File: src/rtl/rdp_regs.vh
`ifndef RDP_REGS_VH
`define RDP_REGS_VH
// Summary of operation
// With reset function selected, a low sampled on the shared pin resets the device.
// Any internal reset source drives the shared reset pin low.
// Power-on reset restores the shared pin to reset-input function; only power-on does.
// Other resets leave the shared pin function selection as software left it.
// Reset-input function selected means the shared pin pull-up is connected.
// In interrupt mode the pin feeds interrupt request and branch-on-level, asynchronous input.
// Debug pin is mode select during reset, background pin after release.
// As background/mode pin, debug pin has pull-up and standard output driver.
// Background enable set by every reset; cleared to allow port or comparator use.
// Mode select high at reset release starts normal mode.
// Mode select held low at power-on or debug reset enters background mode.
// Each background debug bit lasts 16 debug clock cycles.
// Debug pin is pseudo open-drain with short driven-high speedup pulses.
// Port pins offer per-bit software pull-up, effective only as inputs.
// Pulls off for outputs, except the two open-drain bits in serial mode.
// Debug pin as port bit is output only, pull disabled.
// Open-drain bits only drive low or release, never drive high.
// After any reset all port pins are high impedance with pull-ups off.
// Asynchronous interrupt and reset inputs pass a two-stage synchroniser first.

// Register byte offsets
`define RDP_OPT_ADDR      12'h000
`define RDP_DIR_ADDR      12'h004
`define RDP_OUT_ADDR      12'h008
`define RDP_PULL_ADDR     12'h00c
`define RDP_IN_ADDR       12'h010
`define RDP_STAT_ADDR     12'h014
`define RDP_DBG_ADDR      12'h018
// Option register fields
`define RDP_OPT_RSTPE     0
`define RDP_OPT_BGEN      1
`define RDP_OPT_IIC       2
`define RDP_OPT_ACMP      3
`define RDP_OPT_RESET     32'h0000_0003
// Debug bit timing
`define RDP_BIT_CYCLES    16
`define RDP_SPEEDUP_CYC   2
`define RDP_DBG_DRIVE_BIT 8
`endif

File: src/rtl/rdp_bit_timer.v
`include "rdp_regs.vh"
module rdp_bit_timer #(
    parameter CYCLES = `RDP_BIT_CYCLES,
    parameter PULSE  = `RDP_SPEEDUP_CYC
) (
    // Clock and reset
    input  wire       clk,
    input  wire       rst_n,
    // Bit request and level
    input  wire       start,
    input  wire       level,
    // Pin drive
    output reg        busy,
    output reg        drive_oe,
    output reg        drive_val
);
    reg [4:0] cnt_reg;

    // One debug bit: low for a quarter, then data, speedup high pulse on release
    always @(posedge clk or negedge rst_n)
    begin
        if (!rst_n)
        begin
            cnt_reg   <= 5'h00;
            busy      <= 1'b0;
            drive_oe  <= 1'b0;
            drive_val <= 1'b0;
        end
        else if (!busy)
        begin
            if (start)
            begin
                busy      <= 1'b1;
                cnt_reg   <= 5'h00;
                drive_oe  <= 1'b1;
                drive_val <= 1'b0;
            end
        end
        else
        begin
            cnt_reg <= cnt_reg + 5'h01;
            if (cnt_reg == CYCLES - 1)
            begin
                busy     <= 1'b0;
                drive_oe <= 1'b0;
            end
            else if (cnt_reg == CYCLES / 4 - 1)
            begin
                drive_oe  <= 1'b1;
                drive_val <= level;
            end
            else if (level && cnt_reg == CYCLES / 4 - 1 + PULSE)
                drive_oe <= 1'b0;
            else if (!level && cnt_reg == (CYCLES * 3) / 4)
            begin
                drive_val <= 1'b1;
            end
            else if (!level && cnt_reg == (CYCLES * 3) / 4 + PULSE)
                drive_oe <= 1'b0;
        end
    end
endmodule

File: src/rtl/rdp_pin_ctrl.v
// Decided for this implementation: the register offsets and the AHB-Lite register port.
`include "rdp_regs.vh"
module rdp_pin_ctrl #(
    parameter PORT_W = 8
) (
    // Clock and resets
    input  wire              clk,
    input  wire              rst_n,
    input  wire              por_n,
    input  wire              int_rst_req,
    input  wire              dbg_force_rst,
    // AHB-Lite slave
    input  wire              hsel,
    input  wire [31:0]       haddr,
    input  wire [1:0]        htrans,
    input  wire              hwrite,
    input  wire [2:0]        hsize,
    input  wire [31:0]       hwdata,
    input  wire              hready,
    output wire [31:0]       hrdata,
    output wire              hreadyout,
    output wire              hresp,
    // Shared reset and interrupt pin
    input  wire              shared_reset_irq_pin_in,
    output wire              shared_reset_irq_pin_out,
    output wire              shared_reset_irq_pin_oe,
    output wire              shared_reset_irq_pin_pu,
    // Background debug pin
    input  wire              background_debug_pin_in,
    output wire              background_debug_pin_out,
    output wire              background_debug_pin_oe,
    output wire              background_debug_pin_pu,
    // General port pins
    input  wire [PORT_W-1:0] port_in,
    output wire [PORT_W-1:0] port_out,
    output wire [PORT_W-1:0] port_oe,
    output wire [PORT_W-1:0] port_pu,
    // System outputs and comparator input
    output wire              sys_rst_n,
    output wire              irq_level,
    output wire              irq_req,
    output reg               background_mode,
    input  wire              comparator_output
);
    localparam OD_LO = 2;
    localparam OD_HI = 3;

    reg              rs1_reg, rs2_reg;
    reg              pin1_reg, pin2_reg;
    reg              ms1_reg, ms2_reg;
    reg              in_rst_reg;
    reg              por_seen_reg;
    reg              dbg_rst_seen_reg;
    reg              irq_prev_reg;
    reg              rstpe_reg;
    reg              bgen_reg;
    reg              iic_reg;
    reg              acmp_reg;
    reg [PORT_W-1:0] dir_reg;
    reg [PORT_W-1:0] out_reg;
    reg [PORT_W-1:0] pull_reg;
    reg [PORT_W-1:0] pin_s1_reg, pin_s2_reg;
    reg [7:0]        dbg_tx_reg;
    reg              dbg_start_reg;
    reg              ap_we_reg;
    reg              ap_re_reg;
    reg [11:0]       ap_addr_reg;
    reg [31:0]       rdata_reg;
    wire             dbg_busy;
    wire             dbg_oe;
    wire             dbg_val;
    wire             ext_rst;
    wire             any_rst_n;
    wire             ap_valid;

    // Synchronise the reset release
    always @(posedge clk or negedge rst_n)
    begin
        if (!rst_n)
        begin
            rs1_reg <= 1'b0;
            rs2_reg <= 1'b0;
        end
        else
        begin
            rs1_reg <= 1'b1;
            rs2_reg <= rs1_reg;
        end
    end

    // Two-stage synchronisers for asynchronous pin inputs
    always @(posedge clk or negedge rs2_reg)
    begin
        if (!rs2_reg)
        begin
            pin1_reg   <= 1'b1;
            pin2_reg   <= 1'b1;
            ms1_reg    <= 1'b1;
            ms2_reg    <= 1'b1;
            pin_s1_reg <= {PORT_W{1'b0}};
            pin_s2_reg <= {PORT_W{1'b0}};
        end
        else
        begin
            pin1_reg   <= shared_reset_irq_pin_in;
            pin2_reg   <= pin1_reg;
            ms1_reg    <= background_debug_pin_in;
            ms2_reg    <= ms1_reg;
            pin_s1_reg <= port_in;
            pin_s2_reg <= pin_s1_reg;
        end
    end

    // External reset only counts when the reset function is selected
    assign ext_rst   = rstpe_reg && !pin2_reg;
    assign any_rst_n = rs2_reg && por_n && !ext_rst && !int_rst_req && !dbg_force_rst;
    assign sys_rst_n = any_rst_n;

    // Internal reset stretches one cycle to mark the release edge
    always @(posedge clk or negedge any_rst_n)
    begin
        if (!any_rst_n)
            in_rst_reg <= 1'b1;
        else
            in_rst_reg <= 1'b0;
    end

    // Remember which reset kind came last, for mode entry
    always @(posedge clk or negedge rs2_reg)
    begin
        if (!rs2_reg)
        begin
            por_seen_reg     <= 1'b1;
            dbg_rst_seen_reg <= 1'b0;
        end
        else if (!por_n)
            por_seen_reg <= 1'b1;
        else if (dbg_force_rst)
            dbg_rst_seen_reg <= 1'b1;
        else if (!in_rst_reg)
        begin
            por_seen_reg     <= 1'b0;
            dbg_rst_seen_reg <= 1'b0;
        end
    end

    // Mode latched at the reset release edge
    always @(posedge clk or negedge rs2_reg)
    begin
        if (!rs2_reg)
            background_mode <= 1'b0;
        else if (in_rst_reg && any_rst_n)
            background_mode <= (por_seen_reg || dbg_rst_seen_reg) && !ms2_reg;
    end

    // Pin selection survives all resets but power-on
    always @(posedge clk or negedge rs2_reg)
    begin
        if (!rs2_reg)
            rstpe_reg <= 1'b1;
        else if (!por_n)
            rstpe_reg <= 1'b1;
        else if (ap_we_reg && ap_addr_reg == `RDP_OPT_ADDR && any_rst_n)
            rstpe_reg <= hwdata[`RDP_OPT_RSTPE];
    end

    // Remaining options and port state return on every reset
    always @(posedge clk or negedge any_rst_n)
    begin
        if (!any_rst_n)
        begin
            bgen_reg   <= 1'b1;
            iic_reg    <= 1'b0;
            acmp_reg   <= 1'b0;
            dir_reg    <= {PORT_W{1'b0}};
            out_reg    <= {PORT_W{1'b0}};
            pull_reg   <= {PORT_W{1'b0}};
            dbg_tx_reg <= 8'h00;
        end
        else if (ap_we_reg)
        begin
            case (ap_addr_reg)
                `RDP_OPT_ADDR:
                begin
                    bgen_reg   <= hwdata[`RDP_OPT_BGEN];
                    iic_reg    <= hwdata[`RDP_OPT_IIC];
                    acmp_reg   <= hwdata[`RDP_OPT_ACMP];
                end
                `RDP_DIR_ADDR:  dir_reg <= hwdata[PORT_W-1:0];
                `RDP_OUT_ADDR:  out_reg <= hwdata[PORT_W-1:0];
                `RDP_PULL_ADDR: pull_reg <= hwdata[PORT_W-1:0];
                `RDP_DBG_ADDR:  dbg_tx_reg <= hwdata[7:0];
                default:        dir_reg <= dir_reg;
            endcase
        end
    end

    // Debug bit launch on write to the debug register
    always @(posedge clk or negedge any_rst_n)
    begin
        if (!any_rst_n)
            dbg_start_reg <= 1'b0;
        else
            dbg_start_reg <= ap_we_reg && ap_addr_reg == `RDP_DBG_ADDR && bgen_reg;
    end

    rdp_bit_timer u_bit (
        .clk       (clk),
        .rst_n     (any_rst_n),
        .start     (dbg_start_reg),
        .level     (dbg_tx_reg[0]),
        .busy      (dbg_busy),
        .drive_oe  (dbg_oe),
        .drive_val (dbg_val)
    );

    // AHB-Lite address phase capture, zero wait states
    assign ap_valid = hsel && hready && htrans[1];
    always @(posedge clk or negedge rs2_reg)
    begin
        if (!rs2_reg)
        begin
            ap_we_reg   <= 1'b0;
            ap_re_reg   <= 1'b0;
            ap_addr_reg <= 12'h000;
        end
        else
        begin
            ap_we_reg   <= ap_valid && hwrite;
            ap_re_reg   <= ap_valid && !hwrite;
            ap_addr_reg <= haddr[11:0];
        end
    end

    // Read data registered at the address phase
    always @(posedge clk or negedge rs2_reg)
    begin
        if (!rs2_reg)
            rdata_reg <= 32'h0000_0000;
        else if (ap_valid && !hwrite)
        begin
            case (haddr[11:0])
                `RDP_OPT_ADDR:  rdata_reg <= {28'h0, acmp_reg, iic_reg, bgen_reg, rstpe_reg};
                `RDP_DIR_ADDR:  rdata_reg <= {{(32-PORT_W){1'b0}}, dir_reg};
                `RDP_OUT_ADDR:  rdata_reg <= {{(32-PORT_W){1'b0}}, out_reg};
                `RDP_PULL_ADDR: rdata_reg <= {{(32-PORT_W){1'b0}}, pull_reg};
                `RDP_IN_ADDR:   rdata_reg <= {{(32-PORT_W){1'b0}}, pin_s2_reg};
                `RDP_STAT_ADDR: rdata_reg <= {28'h0, dbg_busy, background_mode, ms2_reg, pin2_reg};
                default:        rdata_reg <= 32'h0000_0000;
            endcase
        end
    end
    assign hrdata    = rdata_reg;
    assign hreadyout = 1'b1;
    assign hresp     = 1'b0;

    // Shared pin: drive low on internal reset, pull-up in reset mode
    assign shared_reset_irq_pin_out = 1'b0;
    assign shared_reset_irq_pin_oe  = !rs2_reg || !por_n || int_rst_req || dbg_force_rst;
    assign shared_reset_irq_pin_pu  = rstpe_reg;

    // Interrupt level and falling edge request when not in reset mode
    always @(posedge clk or negedge rs2_reg)
    begin
        if (!rs2_reg)
            irq_prev_reg <= 1'b1;
        else
            irq_prev_reg <= pin2_reg;
    end
    assign irq_level = rstpe_reg ? 1'b1 : pin2_reg;
    assign irq_req   = !rstpe_reg && irq_prev_reg && !pin2_reg;

    // Debug pin: mode select in reset, background or port output after
    assign background_debug_pin_oe  = in_rst_reg ? 1'b0 :
                                      bgen_reg ? dbg_oe : 1'b1;
    assign background_debug_pin_out = bgen_reg ? dbg_val :
                                      acmp_reg ? comparator_output : out_reg[4];
    assign background_debug_pin_pu  = in_rst_reg || bgen_reg;

    // Port pins: pull only as input, or on a released open-drain bit in serial mode; open-drain bits never drive high
    genvar g;
    generate
        for (g = 0; g < PORT_W; g = g + 1)
        begin : g_port
            if (g == OD_LO || g == OD_HI)
            begin : g_od
                assign port_out[g] = 1'b0;
                assign port_oe[g]  = dir_reg[g] && !out_reg[g];
                assign port_pu[g]  = pull_reg[g] && (!dir_reg[g] ||
                                     (iic_reg && out_reg[g]));
            end
            else
            begin : g_pp
                assign port_out[g] = out_reg[g];
                assign port_oe[g]  = dir_reg[g];
                assign port_pu[g]  = pull_reg[g] && !dir_reg[g];
            end
        end
    endgenerate
endmodule

File: config.mk
export PLATFORM = sky130hd
export DESIGN_NAME = rdp_pin_ctrl
export DESIGN_NICKNAME = d
export VERILOG_FILES = /design/src/rtl/rdp_bit_timer.v /design/src/rtl/rdp_pin_ctrl.v
export VERILOG_INCLUDE_DIRS = /design/src /design/src/rtl
export SDC_FILE = /design/constraint.sdc
export NUM_CORES = 1
export LEC_CHECK = 0
export BUFFER_PORTS_ARGS = -buffer_cell sky130_fd_sc_hd__buf_2
export CAP_MARGIN = 10
export CELL_PAD_IN_SITES_DETAIL_PLACEMENT = 1
export CELL_PAD_IN_SITES_GLOBAL_PLACEMENT = 2
export CORE_ASPECT_RATIO = 0.9
export CORE_MARGIN = 3
export CORE_UTILIZATION = 27
export DETAILED_ROUTE_END_ITERATION = 7
export PLACE_DENSITY = 0.87
export SLEW_MARGIN = 20
export SYNTH_ARGS = -nofsm -noshare
export SYNTH_HDL_FRONTEND = slang
export SYNTH_SLANG_ARGS = --single-unit
File: constraint.sdc
create_clock -name clk -period 3.9 [get_ports clk]
set_input_delay 0.195 -clock clk [delete_from_list [all_inputs] [get_ports clk]]
set_output_delay 0.195 -clock clk [all_outputs]
set_load 0.01 [all_outputs]
Yosys cells after proc, flatten, opt, wreduce, memory -nomap -nowiden
Cells that the tools add are included.
{"block": "classes", "add_sub_neg": 1, "mux": 30, "eq_ne": 23, "reduce_logical": 71}
{"operator": "$eq A12 B4 Y1 const B", "n": 4}
{"operator": "$pmux W8 S6", "n": 1}
{"operator": "$eq A12 B5 Y1 const B", "n": 3}
{"operator": "$logic_and A1 B1 Y1", "n": 32}
{"operator": "$mux W1", "n": 27}
{"operator": "$eq A12 B3 Y1 const B", "n": 2}
{"operator": "$logic_not A12 Y1", "n": 2}
{"operator": "$logic_not A1 Y1", "n": 20}
{"operator": "$eq A5 B4 Y1 const B", "n": 3}
{"operator": "$reduce_and A2 Y1", "n": 7}
{"operator": "$mux W5", "n": 2}
{"operator": "$ne A5 B5 Y1 const B", "n": 2}
{"operator": "$ne A2 B2 Y1 const B", "n": 4}
{"operator": "$logic_or A1 B1 Y1", "n": 7}
{"operator": "$ne A3 B3 Y1 const B", "n": 2}
{"operator": "$add A5 B1 Y5 const B", "n": 1}
{"operator": "$eq A5 B2 Y1 const B", "n": 1}
{"operator": "$eq A5 B3 Y1 const B", "n": 1}
{"operator": "$reduce_and A4 Y1", "n": 1}
{"operator": "$reduce_and A3 Y1", "n": 1}
{"operator": "$ne A2 B1 Y1 const B", "n": 1}
{"operator": "$reduce_bool A2 Y1", "n": 1}
{"block": "totals", "wordCells": 154, "ff_bits": 110, "inputBits": 88, "output_inout_bits": 68}

Depth between registers and ports, before layout
{"block": "depth", "ltp_word": 9, "ltp_mapped": 7, "mapped_depth_nobuf": 7}

Modules after synthesis
A second synthesis with hierarchy kept.
{"block": "unflattened", "cells_unflattened": 323, "hier_area_um2": 3940.0}
{"mod": "rdp_pin_ctrl", "n_inst": 1, "cells_each": 275, "area_each_um2": 3423.3}
{"mod": "rdp_bit_timer", "n_inst": 1, "cells_each": 48, "area_each_um2": 516.7}

Least setup slack after synthesis
OpenSTA, ideal clock, no wires.
{"block": "synth_timing", "path_type": "flip-flop to flip-flop", "from": "register rs2_reg", "to": "register background_mode", "stages_incl_launch_ff": 5, "t_required_ns": 3.775, "setup_time_ns": 0.125, "setup_slack_ns": -0.705, "t_arrival_ns": 4.480, "synth_period_minus_slack_ns": 4.605, "cell_sequence": "dfrtp_1 -> nand4bb_1 -> a21oi_1 -> nand2_1 -> mux2_2"}
{"block": "synth_via", "elab_chain_len": 5}
{"element": "start: declaration", "line": "rdp_pin_ctrl.v:48", "text": "reg rs1_reg, rs2_reg;"}
{"element": "start signal: assignment", "line": "rdp_pin_ctrl.v:87", "text": "rs2_reg <= rs1_reg;"}
{"element": "$logic_and A1 B1 Y1 (4 in a row)", "line": "rdp_pin_ctrl.v:116", "text": "assign any_rst_n = rs2_reg && por_n && !ext_rst && !int_rst_req && !dbg_force_rst;"}
{"element": "via sys_rst_n", "line": "rdp_pin_ctrl.v:39", "text": "output wire sys_rst_n,"}
{"element": "$logic_and A1 B1 Y1", "line": "rdp_pin_ctrl.v:152", "text": "else if (in_rst_reg && any_rst_n)"}
{"element": "end signal: assignment", "line": "rdp_pin_ctrl.v:153", "text": "background_mode <= (por_seen_reg || dbg_rst_seen_reg) && !ms2_reg;"}
{"element": "end: declaration", "line": "rdp_pin_ctrl.v:42", "text": "output reg background_mode,"}
The timed path passes the listed nets, and every way through them passes these cells.
A chain may end at the register's enable or synchronous reset.

Worst setup path in the final report
{"block": "layout_timing", "from": "register ap_addr_reg[1]", "to": "register dir_reg[7]"}
{"block": "layout_via", "elab_chain_len": 2}
{"element": "start: declaration", "line": "rdp_pin_ctrl.v:67", "text": "reg [11:0] ap_addr_reg;"}
{"element": "start signal: assignment", "line": "rdp_pin_ctrl.v:231", "text": "ap_addr_reg <= haddr[11:0];"}
{"element": "$eq A12 B3 Y1", "line": "rdp_pin_ctrl.v:182", "text": "case (ap_addr_reg)"}
{"element": "$reduce_and A2 Y1 (no source line)"}
{"element": "end signal: assignment", "line": "rdp_pin_ctrl.v:175", "text": "dir_reg <= {PORT_W{1'b0}};"}
{"element": "end signal: assignment", "line": "rdp_pin_ctrl.v:189", "text": "`RDP_DIR_ADDR: dir_reg <= hwdata[PORT_W-1:0];"}
{"element": "end signal: assignment", "line": "rdp_pin_ctrl.v:193", "text": "default: dir_reg <= dir_reg;"}
{"element": "end: declaration", "line": "rdp_pin_ctrl.v:59", "text": "reg [PORT_W-1:0] dir_reg;"}
No other way between the ends.

==> summary.txt <==
Clock tree
  – Clock sinks: between 80 and 90
  – Setup bufs post-CTS: 0
  – Worst-case clock buffer depth: 2
  – H-Tree Depth: 3
  – Clk_lat worst skew: ~340 ps
  – CTS tree: yes
  – Clock-pin transition on the worst setup and hold timing paths: 60 ps
  – Root Buffer: clkbuf_16
  – Cts bufs inserted: 9

Cells and area
  – Final core occ: approximately a third
  – Fill cells: 1535
  – Fin nets: between 500 and 600
  – FF/Latch Area: 0.00216 mm²
  – Area of the multi-input gates: between 0.001 and 0.0015 mm²
  – Number of flip-flops in the largest register: 12
  – Fraction of layout cells with a size suffix above 1: around a third
  – Area grow syn2layout: 24.5%
  – # diodes: 0

Run
  – Max cap viols: 0

Global route
  – Grt ovf: 0
  – Initial antenna violation count: 0
  – Number of global-route vias before repair: about 2900
  – First-pass GRT wire length: between 15000 and 20000 µm
  – Largest net degree at the start of global routing: 47
  – All-Layer GR Usage: 13.1%

Timing
  – Setup TNS: 0 ps
  – Slew Viols, Final: 0
  – Hold Vio Cnt, Final: 0
  – # setup viols final: 0
  – RSZ-0062 raised after global routing: false
  – Slew Limit Headroom: 49.6%
  – Tightest Pin Transition: around 750 ps
  – Fin Hold WS: 43.2 ps
  – F_max: about 430 MHz
  – Fin Clk Skew: 7.21 ps
  – Tcrit/Tclk final: around three fifths
  – Post-layout min period: 2310 ps

Synthesis
  – Post-synth EDFFs: 0
  – Unique masters post-synth: 51
  – Post-synth ARST share: between 90% and 100%
  – Post-synthesis sequential area ratio: 55.8%
  – Ys Warns: 0
  – #FFs+latches synth: 86
  – Mean post-synth cell area: roughly 12 µm²
  – Post-Syn Area: roughly 0.0039 mm²
  – Ys flop type: dfrtp_1
  – Gate Count Post-Synth: around 320

Min path
  – Worst min path class: in2reg

Drt
  – Detailed-route via count: 2717
  – DRC viols: 0
  – Vias per cell: approximately 4.5
  – Iteration-0 DRC count of the detailed router: 81
  – ANT nets after route: 0
  – Routed len/inst: between 15 and 20 µm
  – Pre-antenna DRT Iters: 4
  – Routed Wire Length: roughly 10000 µm

Worst setup path
  – Critical Path RT: a little over 4000 ps
  – Critical Path Start Type: flip-flop
  – Crit Path Class: reg2reg
  – Sequence of cells on the critical path: nor4b_2 -> nand3_1 -> mux2_2
  – CP max FO: 8
  – Crit end category: flip-flop
  – Critical path's top delay family: simple AND/OR/NAND/NOR gates
  – Slowest stage delay, CP: about 700 ps
  – Crit path DAT: between 2000 and 3000 ps
  – Max stage delay cell, worst path: nor4b_2
  – Buf+Inv Stages, Crit Path: 0

Floorplanning
  – Die Y: 120 µm
  – IO Pins: between 150 and 200
  – Die width: 132 µm
  – Std cell rows: 40
  – Core Box Area: 0.0137 mm²
  – Initial Util: 28.3%
  – Die Area: roughly 0.016 mm²

Pwr
  – Static Leak: 2.25 nW
  – VDD IR max: 187 µV
  – PwrDens: approximately 430 mW/mm²

Placed design
  – Gpl congestion: roughly 0.75
  – Port buffer count: 78
  – Dpl hpwl: between 7000 and 8000 µm

Run status
  – Status: complete, no violations
-- repair_timing --
action                                 in CTS  in global routing
hold buffers                               18                  0
resized for setup                           0                  0
endpoints found under the hold margin      19                  0
-- through the flow --
| stage | setup WS (ps) | instance area (µm²) | cells | power (mW) |
|---|---|---|---|---|
| global placement | 1780 | 4300 | 570 | 1.09 |
| global route | 1510 | 4830 | 604 | 2.17 |
| detailed placement | 1650 | 4300 | 570 | 1.10 |
| floorplan | 285 | 3990 | 350 | 1.06 |
| CTS | 1600 | 4830 | 604 | 2.12 |
| finish | 1590 | 4830 | 604 | 2.10 |
-- cells in the mapped netlist, drive strengths merged, types with 2 or more instances --
cell	instances	area (µm²)
nand4	2	12.5
a21oi	7	35.0
a211oi	3	22.5
dfstp	9	236
nor4	6	43.8
a22oi	4	30.0
nand2	16	60.1
o31ai	4	30.0
or4b	3	30.0
nor3	2	10.0
o22ai	4	25.0
nand4b	4	41.3
inv	8	30.0
nand3	3	15.0
dfrtp	77	1930
nor2	8	30.0
buf	46	333
mux2i	12	120
nand2b	5	31.3
or4	3	26.3
a31oi	2	12.5
nor2b	10	62.6
or3	3	18.8
a21boi	2	15.0
ha	5	62.6
o21ai	15	75.1
and3	6	37.5
clkbuf	3	11.3
conb	2	7.51
mux2	31	349
or2	2	12.5
-- kinds of logic (layout without fill, tap and decap cells) --
| group | after synthesis | count (layout) | synth area share, % |
|---|---|---|---|
| flip-flops | 86 | 86 | 55.8 |
| AND/OR/NAND/NOR | 79 | 79 | 12.6 |
| buffers and inverters | 57 | 122 | 9.64 |
| AO/OA/AOI/OAI | 47 | 47 | 7.61 |
| multiplexers | 43 | 43 | 12.1 |
| adder cells (fa/ha/maj) | 5 | 5 | 1.61 |
| other | 2 | 31 | 0.194 |
| XOR/XNOR | 2 | 2 | 0.452 |
-- cells in the final DEF, fill, tap and decap left out, types with 6 or more instances in the layout --
master	instances
dfrtp_1	76
mux2_2	27
nor2_1	8
buf_2	78
and3_1	6
nand2_1	16
a21oi_1	6
clkbuf_16	9
o21ai_0	8
nor2b_1	10
o21ai_1	7
mux2i_1	12
inv_1	8
dfstp_2	9
dlygate4sd3_1	18
conb_1	31
-- final timing paths --
| path | cells after the start | to | from | slack [ps] |
|---|---|---|---|---|
| min in group asynchronous | 2 | rs2_reg | rst_n | 170 |
| hold / removal | 1 | ap_addr_reg[0] | haddr[0] | 40 |
| setup / recovery | 3 | dir_reg[7] | ap_addr_reg[1] | 1590 |
| hold reg to reg | 0 | pin_s2_reg[3] | pin_s1_reg[3] | 350 |
| max in group asynchronous | 3 | bgen_reg | pin2_reg | 2680 |
| setup reg to reg | 3 | dir_reg[7] | ap_addr_reg[1] | 1590 |
-- where the power goes --
part	switching (mW)	internal, mW	total (mW)
Sequential	0.0243	0.930	0.955
Combinational	0.0779	0.0593	0.137
Clock	0.343	0.662	1.01
-- metal layers --
layer	share of wire, %	vias to the layer above	track usage (%)	routed length [µm]
met4	1.7	0	4.16	173
met3	4.8	13	3.48	492
li1	-	1243	-	-
met5	0	-	0	0
met2	48	76	20.6	4900
met1	46	1385	17.6	4710
-- worst register-to-register path, cell delays in order (launching register included) --
cell     delay, ps
dfrtp_1        390
nor4b_2        700
nand3_1        620
mux2_2         480
-- final cells by class --
class	count	area share, %
well taps	189	4.90
flip-flops and latches	86	44.8
inverters	8	0.622
multi-input cells	207	30.3
clock inverters	3	1.87
clock buffers	13	5.39
repair buffers	98	12.1
No activity file was read; power rests on OpenSTA's default activity.
